$ cat config.mk
export PLATFORM = sky130hd
export DESIGN_NAME = bsc_sampling_ctrl
export DESIGN_NICKNAME = d
export VERILOG_FILES = /design/src/logic/bsc_sampling_ctrl.v
export VERILOG_INCLUDE_DIRS = /design/src /design/src/logic
export SDC_FILE = /design/constraint.sdc
export NUM_CORES = 1
export LEC_CHECK = 0
export BUFFER_PORTS_ARGS = -buffer_cell sky130_fd_sc_hd__buf_2
export CORE_MARGIN = 2
export CORE_UTILIZATION = 58
export DETAILED_ROUTE_END_ITERATION = 10
export PLACE_DENSITY_LB_ADDON = 0.3
export SETUP_SLACK_MARGIN = 0.15
export SYNTH_ARGS = -nofsm -noshare
export SYNTH_HDL_FRONTEND = slang
export SYNTH_SLANG_ARGS = --single-unit
$ cat constraint.sdc
create_clock -name ref_clk -period 3.3 [get_ports ref_clk]
set_input_delay 0.33 -clock ref_clk [delete_from_list [all_inputs] [get_ports ref_clk]]
set_output_delay 0.33 -clock ref_clk [all_outputs]
set_load 0.05 [all_outputs]
$ cat src/logic/bsc_defines.vh
/*
  Constants for the BEMF sampling control block: register offsets, field
  positions, reset values and timing figures.
  Assumes a 100 MHz ref_clk and an Avalon-MM slave with byte addresses.
*/
`ifndef BSC_DEFINES_VH
`define BSC_DEFINES_VH

// Register byte offsets
`define BSC_ADDR_CTRL 4'h0
`define BSC_ADDR_FILT 4'h4
`define BSC_ADDR_TIME 4'h8
`define BSC_ADDR_STAT 4'hc

// Control register fields
`define BSC_CTRL_SENSOR 0
`define BSC_CTRL_HFZ 1
`define BSC_CTRL_MOE 2
`define BSC_CTRL_ZKEEP 3
`define BSC_CTRL_OFFSEL 4
`define BSC_CTRL_VMODE 5
`define BSC_CTRL_SOIE 6
`define BSC_CTRL_PIN_LO 8
`define BSC_CTRL_PIN_HI 9
`define BSC_CTRL_DEXP 10
`define BSC_CTRL_ZEXP 11
`define BSC_CTRL_GRP_LO 12
`define BSC_CTRL_GRP_HI 14
`define BSC_CTRL_RST 15'h0000

// Filter register fields
`define BSC_FILT_CWIN_LO 0
`define BSC_FILT_CWIN_HI 3
`define BSC_FILT_DEV_LO 4
`define BSC_FILT_DEV_HI 7
`define BSC_FILT_ZWIN_LO 8
`define BSC_FILT_ZWIN_HI 11
`define BSC_FILT_ZEV_LO 12
`define BSC_FILT_ZEV_HI 15
`define BSC_FILT_RST 16'h0000

// Timing register fields
`define BSC_TIME_DS_LO 0
`define BSC_TIME_DS_HI 3
`define BSC_TIME_OT_LO 4
`define BSC_TIME_OT_HI 7
`define BSC_TIME_RST 8'h00

// Status register fields
`define BSC_STAT_SOF 0
`define BSC_STAT_LVL 1
`define BSC_STAT_PWM 2
`define BSC_STAT_PH_LO 4
`define BSC_STAT_PH_HI 5
`define BSC_STAT_FULL 6

// Timing: figures in ns, rate in MHz
`define BSC_CLK_MHZ 100
`define BSC_DELAY_STEP_NS 2500
`define BSC_NOISE_NS 1000
`define BSC_MIN_OFF_STEP_NS 1000
`define BSC_DELAY_STEP_CYC ((`BSC_DELAY_STEP_NS * `BSC_CLK_MHZ) / 1000)
`define BSC_NOISE_CYC ((`BSC_NOISE_NS * `BSC_CLK_MHZ) / 1000)
`define BSC_MIN_OFF_STEP_CYC ((`BSC_MIN_OFF_STEP_NS * `BSC_CLK_MHZ) / 1000)

`endif

$ cat src/logic/bsc_sampling_ctrl.v
/*
  BEMF / hall sampling control: sampling PWM shaping, D and Z sample strobes,
  delayed ON-time sampling, commutation noise blanking, window and event
  filters, sample-out flag, and an Avalon-MM register slave.
  Assumes all inputs are synchronous to ref_clk and that highSampleTick is a
  one-cycle enable at the selected high sampling rate made outside.
*/
// Decided for this implementation: the register addresses and the Avalon-MM slave port.
`timescale 1ns/1ps
`include "bsc_defines.vh"

// Summary of operation
// - Sensor mode forces minimum off time zero and permits 100% duty.
// - Sensor mode: Z count filter sets consecutive matching Z samples needed.
// - Sensorless default: one Z sample per PWM period, end of off time.
// - Current mode PWM from measure window, current comparator and min off period.
// - Voltage mode PWM from compare input; current limit forces off, extending off.
// - D sampling always at high sampling rate, independent of PWM and Z type.
// - Sensor mode: no D; Z samples hall input at high rate, any window.
// - High-freq Z bit: Z sampled at high rate on and off; min off zero.
// - Delay field adds value times 2.5us before ON-time Z sample; zero none.
// - Nonzero delay forces min off zero and permits full duty.
// - Delayed sample outside ON time discarded, flag set; irq only with delay.
// - High-freq plus delay: high-rate window after delay until PWM off.
// - Outputs off, sensorless, PWM-rate: keep-running bit decides Z sampling; D continues.
// - End-of-off Z sampling: unselected inputs grounded or floating per select bit.
// - Z consecutive-sample counter works in every configuration.
// - One microsecond noise filter blanks samples after each PWM transition.
// - Noise filter always on D; on Z only with high-freq and zero delay.
// - Sensor mode: group select bit one disabled, no Z window filter.
// - Sensorless filter order C window, D event, Z window, Z event.
// - Delay without high-freq: one Z sample per period, only in ON time.
// - Sensor select bit set chooses hall sensor mode, clear sensorless.
module bsc_sampling_ctrl (
  input wire ref_clk,
  input wire reset,
  input wire [3:0] avsAddress,
  input wire avsRead,
  input wire avsWrite,
  input wire [31:0] avsWriteData,
  output reg [31:0] avsReadData,
  output wire avsWaitRequest,
  input wire rotorInputA,
  input wire rotorInputB,
  input wire rotorInputC,
  input wire phaseCompOut,
  input wire currentCompOut,
  input wire measureWindowOut,
  input wire pwmCompareOut,
  input wire currentLimitHit,
  input wire highSampleTick,
  input wire commutationPulse,
  output reg samplingPwmOn,
  output reg dSampleStrobe,
  output reg zSampleStrobe,
  output reg dEvent,
  output reg zEvent,
  output reg [1:0] stepPhase,
  output reg fullDutyAllowed,
  output reg [2:0] groupSelectOut,
  output reg [2:0] pinGroundEn,
  output reg sampleOutIrq
);

  localparam PH_BEFORE_D = 2'd0;
  localparam PH_BETWEEN = 2'd1;
  localparam PH_AFTER_Z = 2'd2;
  localparam [11:0] DELAY_STEP_CYC = `BSC_DELAY_STEP_CYC;
  localparam [11:0] NOISE_CYC = `BSC_NOISE_CYC;
  localparam [11:0] MIN_OFF_STEP_CYC = `BSC_MIN_OFF_STEP_CYC;

  reg ack_ff;
  reg [14:0] ctrl_ff;
  reg [15:0] filt_ff;
  reg [7:0] time_ff;
  reg sampleOut_ff;
  reg pwmOn_ff;
  reg [11:0] offCnt_ff;
  reg limitHold_ff;
  reg [11:0] blankCnt_ff;
  reg [11:0] dlyCnt_ff;
  reg dlyRun_ff;
  reg hfWin_ff;
  reg [1:0] phase_ff;
  reg [3:0] winCnt_ff;
  reg [3:0] evCnt_ff;

  reg nxt_pwmOn;
  reg [31:0] nxt_readData;
  reg selLevel;
  reg zSample;
  reg dSample;

  wire sensorMode = ctrl_ff[`BSC_CTRL_SENSOR];
  wire hfZ = ctrl_ff[`BSC_CTRL_HFZ];
  wire voltMode = ctrl_ff[`BSC_CTRL_VMODE];
  wire [1:0] pinSel = ctrl_ff[`BSC_CTRL_PIN_HI:`BSC_CTRL_PIN_LO];
  wire [3:0] delaySel = time_ff[`BSC_TIME_DS_HI:`BSC_TIME_DS_LO];
  wire [3:0] minOffSel = time_ff[`BSC_TIME_OT_HI:`BSC_TIME_OT_LO];
  wire delayOn = (delaySel != 4'h0);
  wire zeroMinOff = sensorMode | hfZ | delayOn;
  wire [11:0] minOffCyc = zeroMinOff ? 12'h000 : {8'h00, minOffSel} * MIN_OFF_STEP_CYC;
  wire [11:0] delayCyc = {8'h00, delaySel} * DELAY_STEP_CYC;
  wire blanked = (blankCnt_ff != 12'h000);
  wire pwmRise = ~pwmOn_ff & nxt_pwmOn;
  wire dlyExpire = dlyRun_ff & (dlyCnt_ff == 12'h001);
  wire typeEndOff = ~sensorMode & ~hfZ & ~delayOn;
  wire busReq = avsRead | avsWrite;
  wire busTake = busReq & ack_ff;
  wire zAllowed = (phase_ff == PH_BETWEEN) & (sensorMode | ctrl_ff[`BSC_CTRL_MOE] | hfZ |
                  ctrl_ff[`BSC_CTRL_ZKEEP]);
  wire expectLvl = (phase_ff == PH_BEFORE_D) ? ctrl_ff[`BSC_CTRL_DEXP] : ctrl_ff[`BSC_CTRL_ZEXP];
  wire [3:0] evNeed = (phase_ff == PH_BEFORE_D) ? filt_ff[`BSC_FILT_DEV_HI:`BSC_FILT_DEV_LO] :
                      filt_ff[`BSC_FILT_ZEV_HI:`BSC_FILT_ZEV_LO];

  // One wait state per access; the answer comes on the second edge
  assign avsWaitRequest = busReq & ~ack_ff;

  // Selected input: hall pin in sensor mode, phase comparator otherwise, zero for pin select 3
  always @* begin
    case (pinSel)
      2'd0: selLevel = sensorMode ? rotorInputA : phaseCompOut;
      2'd1: selLevel = sensorMode ? rotorInputB : phaseCompOut;
      2'd2: selLevel = sensorMode ? rotorInputC : phaseCompOut;
      default: selLevel = 1'b0;
    endcase
  end

  // Sampling PWM next state for current and voltage mode
  always @* begin
    nxt_pwmOn = pwmOn_ff;
    if (pwmOn_ff) begin
      if (voltMode ? (~pwmCompareOut | currentLimitHit) : currentCompOut) begin
        nxt_pwmOn = 1'b0;
      end
    end else if (offCnt_ff == 12'h000) begin
      if (voltMode ? (pwmCompareOut & ~limitHold_ff) : measureWindowOut) begin
        nxt_pwmOn = 1'b1;
      end
    end
  end

  // Sample strobes for D and Z
  always @* begin
    dSample = (phase_ff == PH_BEFORE_D) & ~sensorMode & highSampleTick & ~blanked;
    if (!zAllowed) begin
      zSample = 1'b0;
    end else if (sensorMode) begin
      zSample = highSampleTick;
    end else if (!hfZ && !delayOn) begin
      zSample = pwmRise;
    end else if (hfZ && !delayOn) begin
      zSample = highSampleTick & ~blanked;
    end else if (!hfZ) begin
      zSample = dlyExpire & pwmOn_ff;
    end else begin
      zSample = highSampleTick & hfWin_ff & pwmOn_ff;
    end
  end

  // Register read mux
  always @* begin
    nxt_readData = 32'h00000000;
    case (avsAddress)
      `BSC_ADDR_CTRL: nxt_readData[14:0] = ctrl_ff;
      `BSC_ADDR_FILT: nxt_readData[15:0] = filt_ff;
      `BSC_ADDR_TIME: nxt_readData[7:0] = time_ff;
      `BSC_ADDR_STAT: begin
        nxt_readData[`BSC_STAT_SOF] = sampleOut_ff;
        nxt_readData[`BSC_STAT_LVL] = selLevel;
        nxt_readData[`BSC_STAT_PWM] = pwmOn_ff;
        nxt_readData[`BSC_STAT_PH_HI:`BSC_STAT_PH_LO] = phase_ff;
        nxt_readData[`BSC_STAT_FULL] = zeroMinOff;
      end
      default: nxt_readData = 32'h00000000;
    endcase
  end

  // Bus slave and configuration registers
  always @(posedge ref_clk) begin
    if (reset) begin
      ack_ff <= 1'b0;
      avsReadData <= 32'h00000000;
      ctrl_ff <= `BSC_CTRL_RST;
      filt_ff <= `BSC_FILT_RST;
      time_ff <= `BSC_TIME_RST;
    end else begin
      ack_ff <= busReq & ~ack_ff;
      if (avsRead && !ack_ff) begin
        avsReadData <= nxt_readData;
      end
      if (avsWrite && busTake) begin
        case (avsAddress)
          `BSC_ADDR_CTRL: ctrl_ff <= avsWriteData[14:0];
          `BSC_ADDR_FILT: filt_ff <= avsWriteData[15:0];
          `BSC_ADDR_TIME: time_ff <= avsWriteData[7:0];
          default: ctrl_ff <= ctrl_ff;
        endcase
      end
    end
  end

  // Sample-out flag; a new event wins over a software clear
  always @(posedge ref_clk) begin
    if (reset) begin
      sampleOut_ff <= 1'b0;
    end else if (dlyExpire && !pwmOn_ff && zAllowed) begin
      sampleOut_ff <= 1'b1;
    end else if (avsWrite && busTake && avsAddress == `BSC_ADDR_STAT && avsWriteData[`BSC_STAT_SOF]) begin
      sampleOut_ff <= 1'b0;
    end
  end

  // PWM state, min off counter and current-limit hold to the next period
  always @(posedge ref_clk) begin
    if (reset) begin
      pwmOn_ff <= 1'b0;
      offCnt_ff <= 12'h000;
      limitHold_ff <= 1'b0;
    end else begin
      pwmOn_ff <= nxt_pwmOn;
      if (pwmOn_ff && !nxt_pwmOn) begin
        offCnt_ff <= minOffCyc;
      end else if (offCnt_ff != 12'h000) begin
        offCnt_ff <= offCnt_ff - 12'h001;
      end
      if (voltMode && currentLimitHit) begin
        limitHold_ff <= 1'b1;
      end else if (!pwmCompareOut) begin
        limitHold_ff <= 1'b0;
      end
    end
  end

  // Noise blanking after each PWM edge, then the ON-time delay and window
  always @(posedge ref_clk) begin
    if (reset) begin
      blankCnt_ff <= 12'h000;
      dlyCnt_ff <= 12'h000;
      dlyRun_ff <= 1'b0;
      hfWin_ff <= 1'b0;
    end else begin
      if (pwmOn_ff != nxt_pwmOn) begin
        blankCnt_ff <= NOISE_CYC;
      end else if (blanked) begin
        blankCnt_ff <= blankCnt_ff - 12'h001;
      end
      if (pwmRise && delayOn && !sensorMode) begin
        dlyRun_ff <= 1'b1;
        dlyCnt_ff <= delayCyc;
      end else if (dlyExpire) begin
        dlyRun_ff <= 1'b0;
        dlyCnt_ff <= 12'h000;
      end else if (dlyRun_ff) begin
        dlyCnt_ff <= dlyCnt_ff - 12'h001;
      end
      if (!pwmOn_ff || !hfZ || !delayOn) begin
        hfWin_ff <= 1'b0;
      end else if (dlyExpire) begin
        hfWin_ff <= 1'b1;
      end
    end
  end

  // Step phase with window and consecutive-event filters
  always @(posedge ref_clk) begin
    if (reset) begin
      phase_ff <= PH_BEFORE_D;
      winCnt_ff <= 4'h0;
      evCnt_ff <= 4'h0;
    end else if (commutationPulse) begin
      phase_ff <= sensorMode ? PH_BETWEEN : PH_BEFORE_D;
      winCnt_ff <= sensorMode ? 4'h0 : filt_ff[`BSC_FILT_CWIN_HI:`BSC_FILT_CWIN_LO];
      evCnt_ff <= 4'h0;
    end else if (dSample || zSample) begin
      case (phase_ff)
        PH_BEFORE_D, PH_BETWEEN: begin
          if (winCnt_ff != 4'h0) begin
            winCnt_ff <= winCnt_ff - 4'h1;
          end else if (selLevel != expectLvl) begin
            evCnt_ff <= 4'h0;
          end else if (evCnt_ff >= evNeed) begin
            evCnt_ff <= 4'h0;
            phase_ff <= (phase_ff == PH_BEFORE_D) ? PH_BETWEEN : PH_AFTER_Z;
            winCnt_ff <= (phase_ff == PH_BEFORE_D) ? filt_ff[`BSC_FILT_ZWIN_HI:`BSC_FILT_ZWIN_LO] : 4'h0;
          end else begin
            evCnt_ff <= evCnt_ff + 4'h1;
          end
        end
        default: phase_ff <= phase_ff;
      endcase
    end
  end

  // Registered outputs
  always @(posedge ref_clk) begin
    if (reset) begin
      samplingPwmOn <= 1'b0;
      dSampleStrobe <= 1'b0;
      zSampleStrobe <= 1'b0;
      dEvent <= 1'b0;
      zEvent <= 1'b0;
      stepPhase <= PH_BEFORE_D;
      fullDutyAllowed <= 1'b0;
      groupSelectOut <= 3'h0;
      pinGroundEn <= 3'h0;
      sampleOutIrq <= 1'b0;
    end else begin
      samplingPwmOn <= pwmOn_ff;
      dSampleStrobe <= dSample;
      zSampleStrobe <= zSample;
      dEvent <= ~commutationPulse & dSample & (phase_ff == PH_BEFORE_D) & (winCnt_ff == 4'h0) &
                (selLevel == expectLvl) & (evCnt_ff >= evNeed);
      zEvent <= ~commutationPulse & zSample & (phase_ff == PH_BETWEEN) & (winCnt_ff == 4'h0) &
                (selLevel == expectLvl) & (evCnt_ff >= evNeed);
      stepPhase <= phase_ff;
      fullDutyAllowed <= zeroMinOff;
      groupSelectOut <= ctrl_ff[`BSC_CTRL_GRP_HI:`BSC_CTRL_GRP_LO] & (sensorMode ? 3'b101 : 3'b111);
      // Unselected sensorless inputs grounded only for end-of-off sampling
      pinGroundEn <= (typeEndOff & ctrl_ff[`BSC_CTRL_OFFSEL]) ? ~(3'b001 << pinSel) : 3'h0;
      sampleOutIrq <= sampleOut_ff & ctrl_ff[`BSC_CTRL_SOIE] & delayOn;
    end
  end

endmodule

== After elaboration in Yosys (flattened, before gate mapping) ==
Index checks and enable logic that the tools add are counted.
Word-level totals
  register bits after elaboration: 122
  bits in latches: 0
  RAM bits: 0
  ROM bits: 0
  input port bits: 50
  word-level logic and storage cells: 206
  memories: 0
Operators by class
  add/subtract/negate cells: 5
  multipliers: 2
  div/mod/pow operators: 0
  magnitude comparators: 1
  equal/unequal tests: 14
  shifts and indexed selects: 1
  multiplexer cells: 56
  bitwise logic cells: 48
  reductions and logical operators: 51
Operators by type and width (number)
  $mux W12: 5
  $mux W4: 11
  $sub A12 B1 Y12 const B: 3
  $and A1 B1 Y1: 28
  $pmux W3 S4: 2
  $reduce_bool A12 Y1: 2
  $mux W1: 23
  $mux W2: 8
  $mux W7: 2
  $pmux W7 S2: 1
  $reduce_bool A2 Y1: 7
  $eq A12 B1 Y1 const B: 1
  $logic_and A1 B1 Y1: 12
  $logic_not A12 Y1: 1
  $mul A4 B7 Y11 const B: 1
  $mux W11: 1
  $not A1 Y1: 11
  $reduce_or A2 Y1: 5
  $mul A4 B5 Y9 const B: 1
  $pmux W1 S3: 3
  $eq A4 B4 Y1 const B: 2
  $logic_not A4 Y1: 2
  $reduce_bool A4 Y1: 2
  $or A1 B1 Y1: 7
  23 further kinds: 37

== Logic depth before layout (Yosys ltp) ==
Gate-level depths: netlist (run 1).
  depth after elaboration: 15
  depth in mapped cells: 12

== Worst setup path after synthesis (run 1) ==
No wires, ideal clock.
  path kind: register -> register
  start point: register time_ff[2]
  end point: register dlyCnt_ff[11]
  data arrival time: 2.998 ns
  data required time: 3.235 ns
  setup slack: 0.237 ns
  stages on the path, launching flop included: 13
  buffers on the path: 0
  clock period less this slack: 3.063 ns
  cell sequence: dfxtp_1 fa_1 inv_1 fa_1 inv_1 ha_1 o21ai_0 o21bai_1 a21oi_1 o21ai_0 xnor2_1 mux2_2 nor2_1
On the way
  longest elaborated chain between the ends: 4
RTL lines
  start, declared: line bsc_sampling_ctrl.v:75  | reg [7:0] time_ff;
  start signal, assigned: line bsc_sampling_ctrl.v:186  | time_ff <= `BSC_TIME_RST;
  start signal, assigned: line bsc_sampling_ctrl.v:196  | `BSC_ADDR_TIME: time_ff <= avsWriteData[7:0];
  branches (longest 4 deep; another with $mul A4 B7 Y11)
  end signal, assigned: line bsc_sampling_ctrl.v:250  | dlyCnt_ff <= delayCyc;
  end signal, assigned: line bsc_sampling_ctrl.v:255  | dlyCnt_ff <= dlyCnt_ff - 12'h001;
  end, declared: line bsc_sampling_ctrl.v:81  | reg [11:0] dlyCnt_ff;
Parallel ways; which one is timed is not known.
A chain may end at the register's enable or synchronous reset.

== Worst setup path after layout (run 1) ==
Same ends and word-level chain as after synthesis.

==> out/results.txt, run 1 <==
number of placed instances with taps included -> 976
predominant post-synthesis flop cell -> sky130_fd_sc_hd__dfxtp_1
largest fanout on the critical path -> 7
clock slew seen by the registers of the worst setup and hold paths -> 0.06 ns
synthesized instance count -> 792
max-capacitance violation count -> 0
Reg power frac -> 35.7%
cts bufs inserted -> 17
Std-Cell Core Area -> 11,320 um2
mapped cell area -> 6668 um2
antenna diode count -> 0
post-synthesis average cell area -> 8.419 um2
initial antenna violation count -> 0
CTS tree -> yes
peak clock frequency supported by timing -> 331.4 MHz
Sw Share -> 31.44%
Clock Skew -> 0.006639 ns
master cell of the clock root buffer -> sky130_fd_sc_hd__clkbuf_16
Hold Vio Cnt, Final -> 0
violation count after the first detailed-route iteration -> 751
final wirelength -> 16,910 um
post-route DRC violation count -> 0
area growth from synthesis to layout -> 15.22%
post-detailed-route count of antenna-violating nets -> 0
htree depth -> 4
number of setup violations in the final report -> 0
HPWL after DPL -> 12,050 um
part of the Yosys area used for sequential elements -> 36.63%
depth of the worst register-to-register path -> 13
Worst setup SP type -> flop
switching pwr -> 1.524 mW
Crit path required time -> 3.65 ns
leakage power -> 3.178 nW
internal power -> 3.324 mW
Worst Hold Path Cells -> 3
die area -> 12,370 um2
pwr dens -> 631.0 nW/um2
via count of the first global-routing pass -> 5,708
fraction of power consumed by the clock network -> 39.4%
top library cells by usage in the layout, fill and taps aside -> 122 x sky130_fd_sc_hd__dfxtp_1, 93 x sky130_fd_sc_hd__nor2_1, 93 x sky130_fd_sc_hd__nand2_1, 67 x sky130_fd_sc_hd__a21oi_1, 65 x sky130_fd_sc_hd__buf_2
Nets -> 946
wire per inst -> 16.77 um
post-CTS repair timing setup buffer count -> 0
Overall Global Routing Usage -> 27.41%
number of flops mapped to enable cells by yosys -> 0
flip-flop and latch count after synthesis -> 122
Max-Slew Margin vs Limit -> 43.06%
run status -> finished clean
worst hold path type -> in -> reg
Layout Cells excl Fill -> 1,008
YS warnings -> 0
fraction of final layout cells sized beyond drive strength 1 -> 16.65%
count of vias placed by the detailed router -> 5,958
number of I/O port buffers -> 65
asr flop ratio synth -> 0%
Period minus WS final -> 3.017 ns
wire length of the first global-routing pass -> 27,560 um
overall die width -> 111.2 um
ratio of routed vias to standard cells -> 5.911
combinational group share of total power -> 25.0%
Max clock buf depth -> 2
setup repair after global routing missed its margin -> false
first-pass iteration count of the detailed router -> 5
total congestion overflow after global routing -> 0
Cell variety after synth -> 69
commonest non-fill, non-tap cell in the layout -> sky130_fd_sc_hd__dfxtp_1
Sinks on Clock Net -> 122
portion of the clock cycle consumed by the worst path in the final layout -> 91.43%
clock latency at the later pin of the worst-skew pair -> 0.42 ns
peak ir drop on the vdd network -> 0.5551 mV
largest net degree at the start of global routing -> 43
number of rows created at floorplan -> 39
setup tns final -> 0 ns
crit path capture type -> flop
data arrival time of the critical path -> 3.37 ns
routability cong. -> 0.8723
boundary pin count -> 98
Worst Tran Pin Value -> 0.8541 ns
Die Height -> 111.2 um
Initial Util -> 58.90%
Setup CP Type -> reg -> reg
number of max-slew violations in the final report -> 0
==> timing repair <==
action / 4_1_cts / 5_1_grt
pin swaps: 0 / 1
endpoints found under the setup margin: 1 / 2
hold buffers: 0 / 0
gates resized for setup: 2 / 4
==> cell type report <==
| cell class | count | area, um2 |
|---|---|---|
| clock buffer | 19 | 442.9 |
| inverter | 39 | 146.4 |
| tap | 143 | 178.9 |
| clock inverter | 13 | 168.9 |
| fill | 875 | 3638 |
| sequential | 122 | 2442 |
| timing repair buffer | 81 | 445.4 |
| multi-input combinational | 591 | 3857 |
==> power by group through the flow <==
| stage | logic, mW | registers [mW] | clock network, mW |
|---|---|---|---|
| global placement | 1.14 | 1.74 | 0 |
| CTS | 1.21 | 1.73 | 1.92 |
| floorplan | 0.964 | 1.74 | 0 |
| global route | 1.35 | 1.74 | 2.00 |
| finish | 1.21 | 1.73 | 1.91 |
| detailed placement | 1.19 | 1.75 | 0 |
==> metrics by stage <==
step	setup slack, ns	power, mW	utilization [%]	hold slack, ns	area [um2]
detailed placement	0.1002	2.941	62.21	0.4546	7043
global placement	0.2043	2.885	62.21	0.4409	7043
finish	0.2829	4.848	67.86	0.1536	7682
global route	0.1525	5.094	67.86	0.1599	7682
CTS	0.1573	4.856	67.66	0.1465	7660
floorplan	0.2370	2.707	-	0.4245	6724
==> synthesized netlist by cell type, drive strengths merged, types with 2 or more instances <==
master,count,area share (%)
a211o,2,0.26
a211oi,15,1.7
a21o,5,0.58
a21oi,68,5.1
a22oi,16,1.8
a311oi,3,0.39
a31oi,8,0.75
and2,4,0.38
and3,3,0.28
buf,21,2.4
clkbuf,33,2.1
dfxtp,122,37
fa,8,2.4
ha,36,6.8
inv,39,2.2
mux2,3,0.51
mux2i,27,4.1
mux4,6,2.0
nand2,93,5.2
nand2b,10,0.94
nand3,13,0.98
nand3b,4,0.45
nand4,2,0.19
nor2,93,5.2
nor2b,8,0.75
nor3,30,2.4
nor3b,4,0.45
nor4,10,1.3
nor4b,3,0.39
o211ai,2,0.23
o21ai,22,1.7
o21bai,4,0.45
o22ai,5,0.47
or2,4,0.38
or3,16,1.5
or4,3,0.45
xnor2,20,2.6
xor2,8,1.1
==> registers in the layout, indices dropped and copies added (netlist names), 2 cells and up <==
register        cells
avsReadData        16
filt_ff            16
ctrl_ff            15
blankCnt_ff        12
dlyCnt_ff          12
offCnt_ff          12
time_ff             8
evCnt_ff            4
winCnt_ff           4
groupSelectOut      3
pinGroundEn         3
phase_ff            2
stepPhase           2
==> worst paths after layout <==
path	start	to	slack, ns
worst max-delay path	time_ff[2]	dlyCnt_ff[11]	0.28
worst max register to register	time_ff[2]	dlyCnt_ff[11]	0.28
worst min register to register	ctrl_ff[7]	ctrl_ff[7]	0.46
worst min-delay path	avsWriteData[9]	ctrl_ff[9]	0.15
==> layer usage <==
metal  vias up  part of all wire [%]  track usage [%]
li1       2842                     -                -
met1      2825                    42            36.41
met2       267                    48            44.67
met3        24                   8.2            5.796
met4         0                   1.5            9.053
met5         -                     0                0
==> worst max-delay path: stages, from the launching register on <==
cell                       delay (ns)
sky130_fd_sc_hd__dfxtp_1         0.33
sky130_fd_sc_hd__buf_4           0.17
sky130_fd_sc_hd__ha_1            0.28
sky130_fd_sc_hd__inv_1           0.05
sky130_fd_sc_hd__fa_1            0.50
sky130_fd_sc_hd__inv_1           0.08
sky130_fd_sc_hd__ha_1            0.34
sky130_fd_sc_hd__a211oi_2        0.28
sky130_fd_sc_hd__o21bai_1        0.14
sky130_fd_sc_hd__a21oi_2         0.18
sky130_fd_sc_hd__o21ai_0         0.13
sky130_fd_sc_hd__xnor2_1         0.13
sky130_fd_sc_hd__mux2_2          0.25
sky130_fd_sc_hd__nor2_1          0.08
==> cell families (layout without fill, tap and decap cells) <==
logic type	Yosys count	in the layout	share of synthesized area [%]
and+or+nand+nor	305	305	21.97
AOI/OAI and AO/OA	162	162	15.05
DFF	122	122	36.63
buffers and inverters	94	152	6.868
adders and majority gates	44	44	9.157
muxes	36	36	6.587
xor gates and xnor gates	28	28	3.678
other	1	16	0.05624
Power figures use the tool's default switching activity.
==> run 2: changes to the inputs <==
==> constraint.sdc (replaced) <==
create_clock -name ref_clk -period 3.3 [get_ports ref_clk]
set_input_delay 0.825 -clock ref_clk [delete_from_list [all_inputs] [get_ports ref_clk]]
set_output_delay 0.825 -clock ref_clk [all_outputs]
set_load 0.05 [all_outputs]
==> out/results.txt, run 2 (synthesized netlist as in run 1, its figures left out) <==
pwr dens -> 607.7 nW/um2 (-3.7%)
Initial Util -> 58.90% (unchanged)
fraction of final layout cells sized beyond drive strength 1 -> 16.94% (+0.29 points)
post-route DRC violation count -> 0 (unchanged)
run status -> finished clean
initial antenna violation count -> 1 (+1)
master cell of the clock root buffer -> sky130_fd_sc_hd__clkbuf_16
clock latency at the later pin of the worst-skew pair -> 0.42 ns (about the same)
via count of the first global-routing pass -> 5,803 (+1.7%)
final wirelength -> 16,830 um (-0.42%)
cts bufs inserted -> 17 (unchanged)
peak ir drop on the vdd network -> 0.4577 mV (-18%)
routability cong. -> 0.8592 (-1.5%)
Setup CP Type -> reg -> reg
Max-Slew Margin vs Limit -> 42.87% (-0.19 points)
sequential cell area -> 2442 um2 (unchanged)
setup tns final -> 0 ns (unchanged)
critical register-to-register path startpoint -> time_ff[1]
ratio of routed vias to standard cells -> 5.901 (-0.16%)
wire per inst -> 16.63 um (-0.81%)
worst hold path type -> reg -> reg
Hold Vio Cnt, Final -> 0 (unchanged)
Worst setup SP type -> flop
number of max-slew violations in the final report -> 0 (unchanged)
max-capacitance violation count -> 0 (unchanged)
total power of the final layout -> 4.651 mW (-4.0%)
count of vias placed by the detailed router -> 5,972 (+0.23%)
total congestion overflow after global routing -> 0 (unchanged)
number of fill cells in the layout -> 929 (+6.2%)
Sinks on Clock Net -> 122 (unchanged)
Worst R2R End -> dlyCnt_ff[11]
Worst setup startpoint -> time_ff[1]
largest fanout on the critical path -> 6 (-1)
data arrival time of the critical path -> 3.36 ns (about the same)
multi-input combinational cell area -> 3861 um2 (about the same)
Worst Tran Pin Value -> 0.8504 ns (-0.003693 ns)
Nets -> 949 (+0.32%)
commonest non-fill, non-tap cell in the layout -> sky130_fd_sc_hd__dfxtp_1
violation count after the first detailed-route iteration -> 539 (-28%)
crit path capture type -> flop
wire length of the first global-routing pass -> 27,720 um (+0.58%)
setup slack of the worst register-to-register path -> 0.29 ns (about the same)
die area -> 12,370 um2 (unchanged)
Max clock buf depth -> 2 (unchanged)
clock slew seen by the registers of the worst setup and hold paths -> 0.06 ns (about the same)
post-detailed-route count of antenna-violating nets -> 0 (unchanged)
htree depth -> 4 (unchanged)
portion of the clock cycle consumed by the worst path in the final layout -> 91.12% (-0.31 points)
leakage power -> 3.163 nW (-0.49%)
CTS tree -> yes
Std-Cell Core Area -> 11,320 um2 (unchanged)
worst setup path endpoint -> dlyCnt_ff[11]
largest net degree at the start of global routing -> 49 (+14%)
standard cell with the maximum stage delay on the critical path -> sky130_fd_sc_hd__fa_1
first-pass iteration count of the detailed router -> 6 (+1)
number of setup violations in the final report -> 0 (unchanged)
setup repair after global routing missed its margin -> false
# hold bufs at CTS -> 0 (unchanged)
maximum cell stage delay along the critical path -> 0.51 ns (about the same)
area growth from synthesis to layout -> 14.79%
HPWL after DPL -> 12,140 um (+0.73%)
depth of the worst register-to-register path -> 13 (unchanged)
number of I/O port buffers -> 65 (unchanged)
Clock Skew -> 0.007586 ns (+0.0009470 ns)
number of rows created at floorplan -> 39 (unchanged)
peak clock frequency supported by timing -> 332.6 MHz (+0.34%)
top library cells by usage in the layout, fill and taps aside -> 122 x sky130_fd_sc_hd__dfxtp_1, 93 x sky130_fd_sc_hd__nor2_1, 93 x sky130_fd_sc_hd__nand2_1, 67 x sky130_fd_sc_hd__a21oi_1, 65 x sky130_fd_sc_hd__buf_2
Die Height -> 111.2 um (unchanged)
Crit path required time -> 3.65 ns (about the same)
largest registers in the final layout -> avsReadData (16), filt_ff (16), ctrl_ff (15)
Post-Route Hold Slack -> 0.4751 ns (+0.3215 ns)
Period minus WS final -> 3.007 ns (-0.01033 ns)
end-of-flow core utilization -> 67.61% (-0.25 points)
overall die width -> 111.2 um (unchanged)
Overall Global Routing Usage -> 27.76% (+0.36 points)
boundary pin count -> 98 (unchanged)
worst path cell trace -> buf_4 -> ha_1 -> inv_1 -> fa_1 -> inv_1 -> ha_1 -> a211oi_2 -> o21bai_1 -> a21oi_2 -> o21ai_0 -> xnor2_1 -> mux2_2 -> nor2_1
-- run 2: changes by cell type in the layout (fill, tap and decap cells not counted), sizes merged --
cell / previous run / this run
buf: 81 / 84
bufinv: 3 / 1
clkinv: 4 / 5
clkinvlp: 4 / 5
diode: 0 / 1
-- run 2: worst min path at each step --
stage	endpoint	cells past startpoint	startpoint
after floorplan	sampleOutIrq	2	ctrl_ff[6]
after global placement	ctrl_ff[7]	2	ctrl_ff[7]
after detailed placement	ctrl_ff[12]	2	ctrl_ff[12]
after CTS	ctrl_ff[7]	2	ctrl_ff[7]
after global routing	filt_ff[7]	2	filt_ff[7]
final	ctrl_ff[7]	2	ctrl_ff[7]
-- run 2: area by class of cell --
| type | instances | area share [%] |
|---|---|---|
| multi-input combinational | 591 | 50.45 |
| sequential | 122 | 31.91 |
| timing repair buffer | 84 | 6.114 |
| clock buffer | 19 | 5.656 |
| tap | 143 | 2.338 |
| inverter | 39 | 1.913 |
| clock inverter | 13 | 1.586 |
| antenna | 1 | 0.03270 |
-- run 2: through the flow --
step | worst slack [ns] | instances | area [um2]
6_report | 0.2932 | 1012 | 7654
5_1_grt | 0.1539 | 1011 | 7651
4_1_cts | 0.1559 | 1010 | 7612
3_5_place_dp | 0.1459 | 978 | 7058
3_3_place_gp | 0.1952 | 978 | 7058
2_1_floorplan | 0.2370 | 807 | 6724
-- run 2: power breakdown --
part | internal [mW] | leakage [nW] | switching [mW]
logic | 0.506 | 1.92 | 0.698
clock network | 1.04 | 0.256 | 0.684
registers | 1.61 | 0.988 | 0.119
total | 3.15 | 3.16 | 1.50
-- run 2: critical path: cells and delay by family, from the launching register on --
| family | cells | cell delay (ns) |
|---|---|---|
| xor gates and xnor gates | 1 | 0.15 |
| AOI/OAI and AO/OA | 4 | 0.71 |
| muxes | 1 | 0.26 |
| DFF | 1 | 0.33 |
| and+or+nand+nor | 1 | 0.07 |
| buffers and inverters | 3 | 0.31 |
| adders and majority gates | 3 | 1.11 |
-- run 2: routing by layer --
metal / share of wire [%] / track usage [%] / vias to the layer above
met5: 0 / 0 / -
met4: 2.5 / 11.60 / 0
met3: 8.1 / 6.780 / 35
met1: 42 / 35.74 / 2838
li1: - / - / 2857
met2: 47 / 44.72 / 242
-- run 2: repair_timing --
action,4_1_cts,5_1_grt
pin swaps,0,1
gates resized for setup,1,6
hold endpoints to repair,0,0
gates cloned,0,0
setup endpoints to repair,1,3
setup buffers,0,1
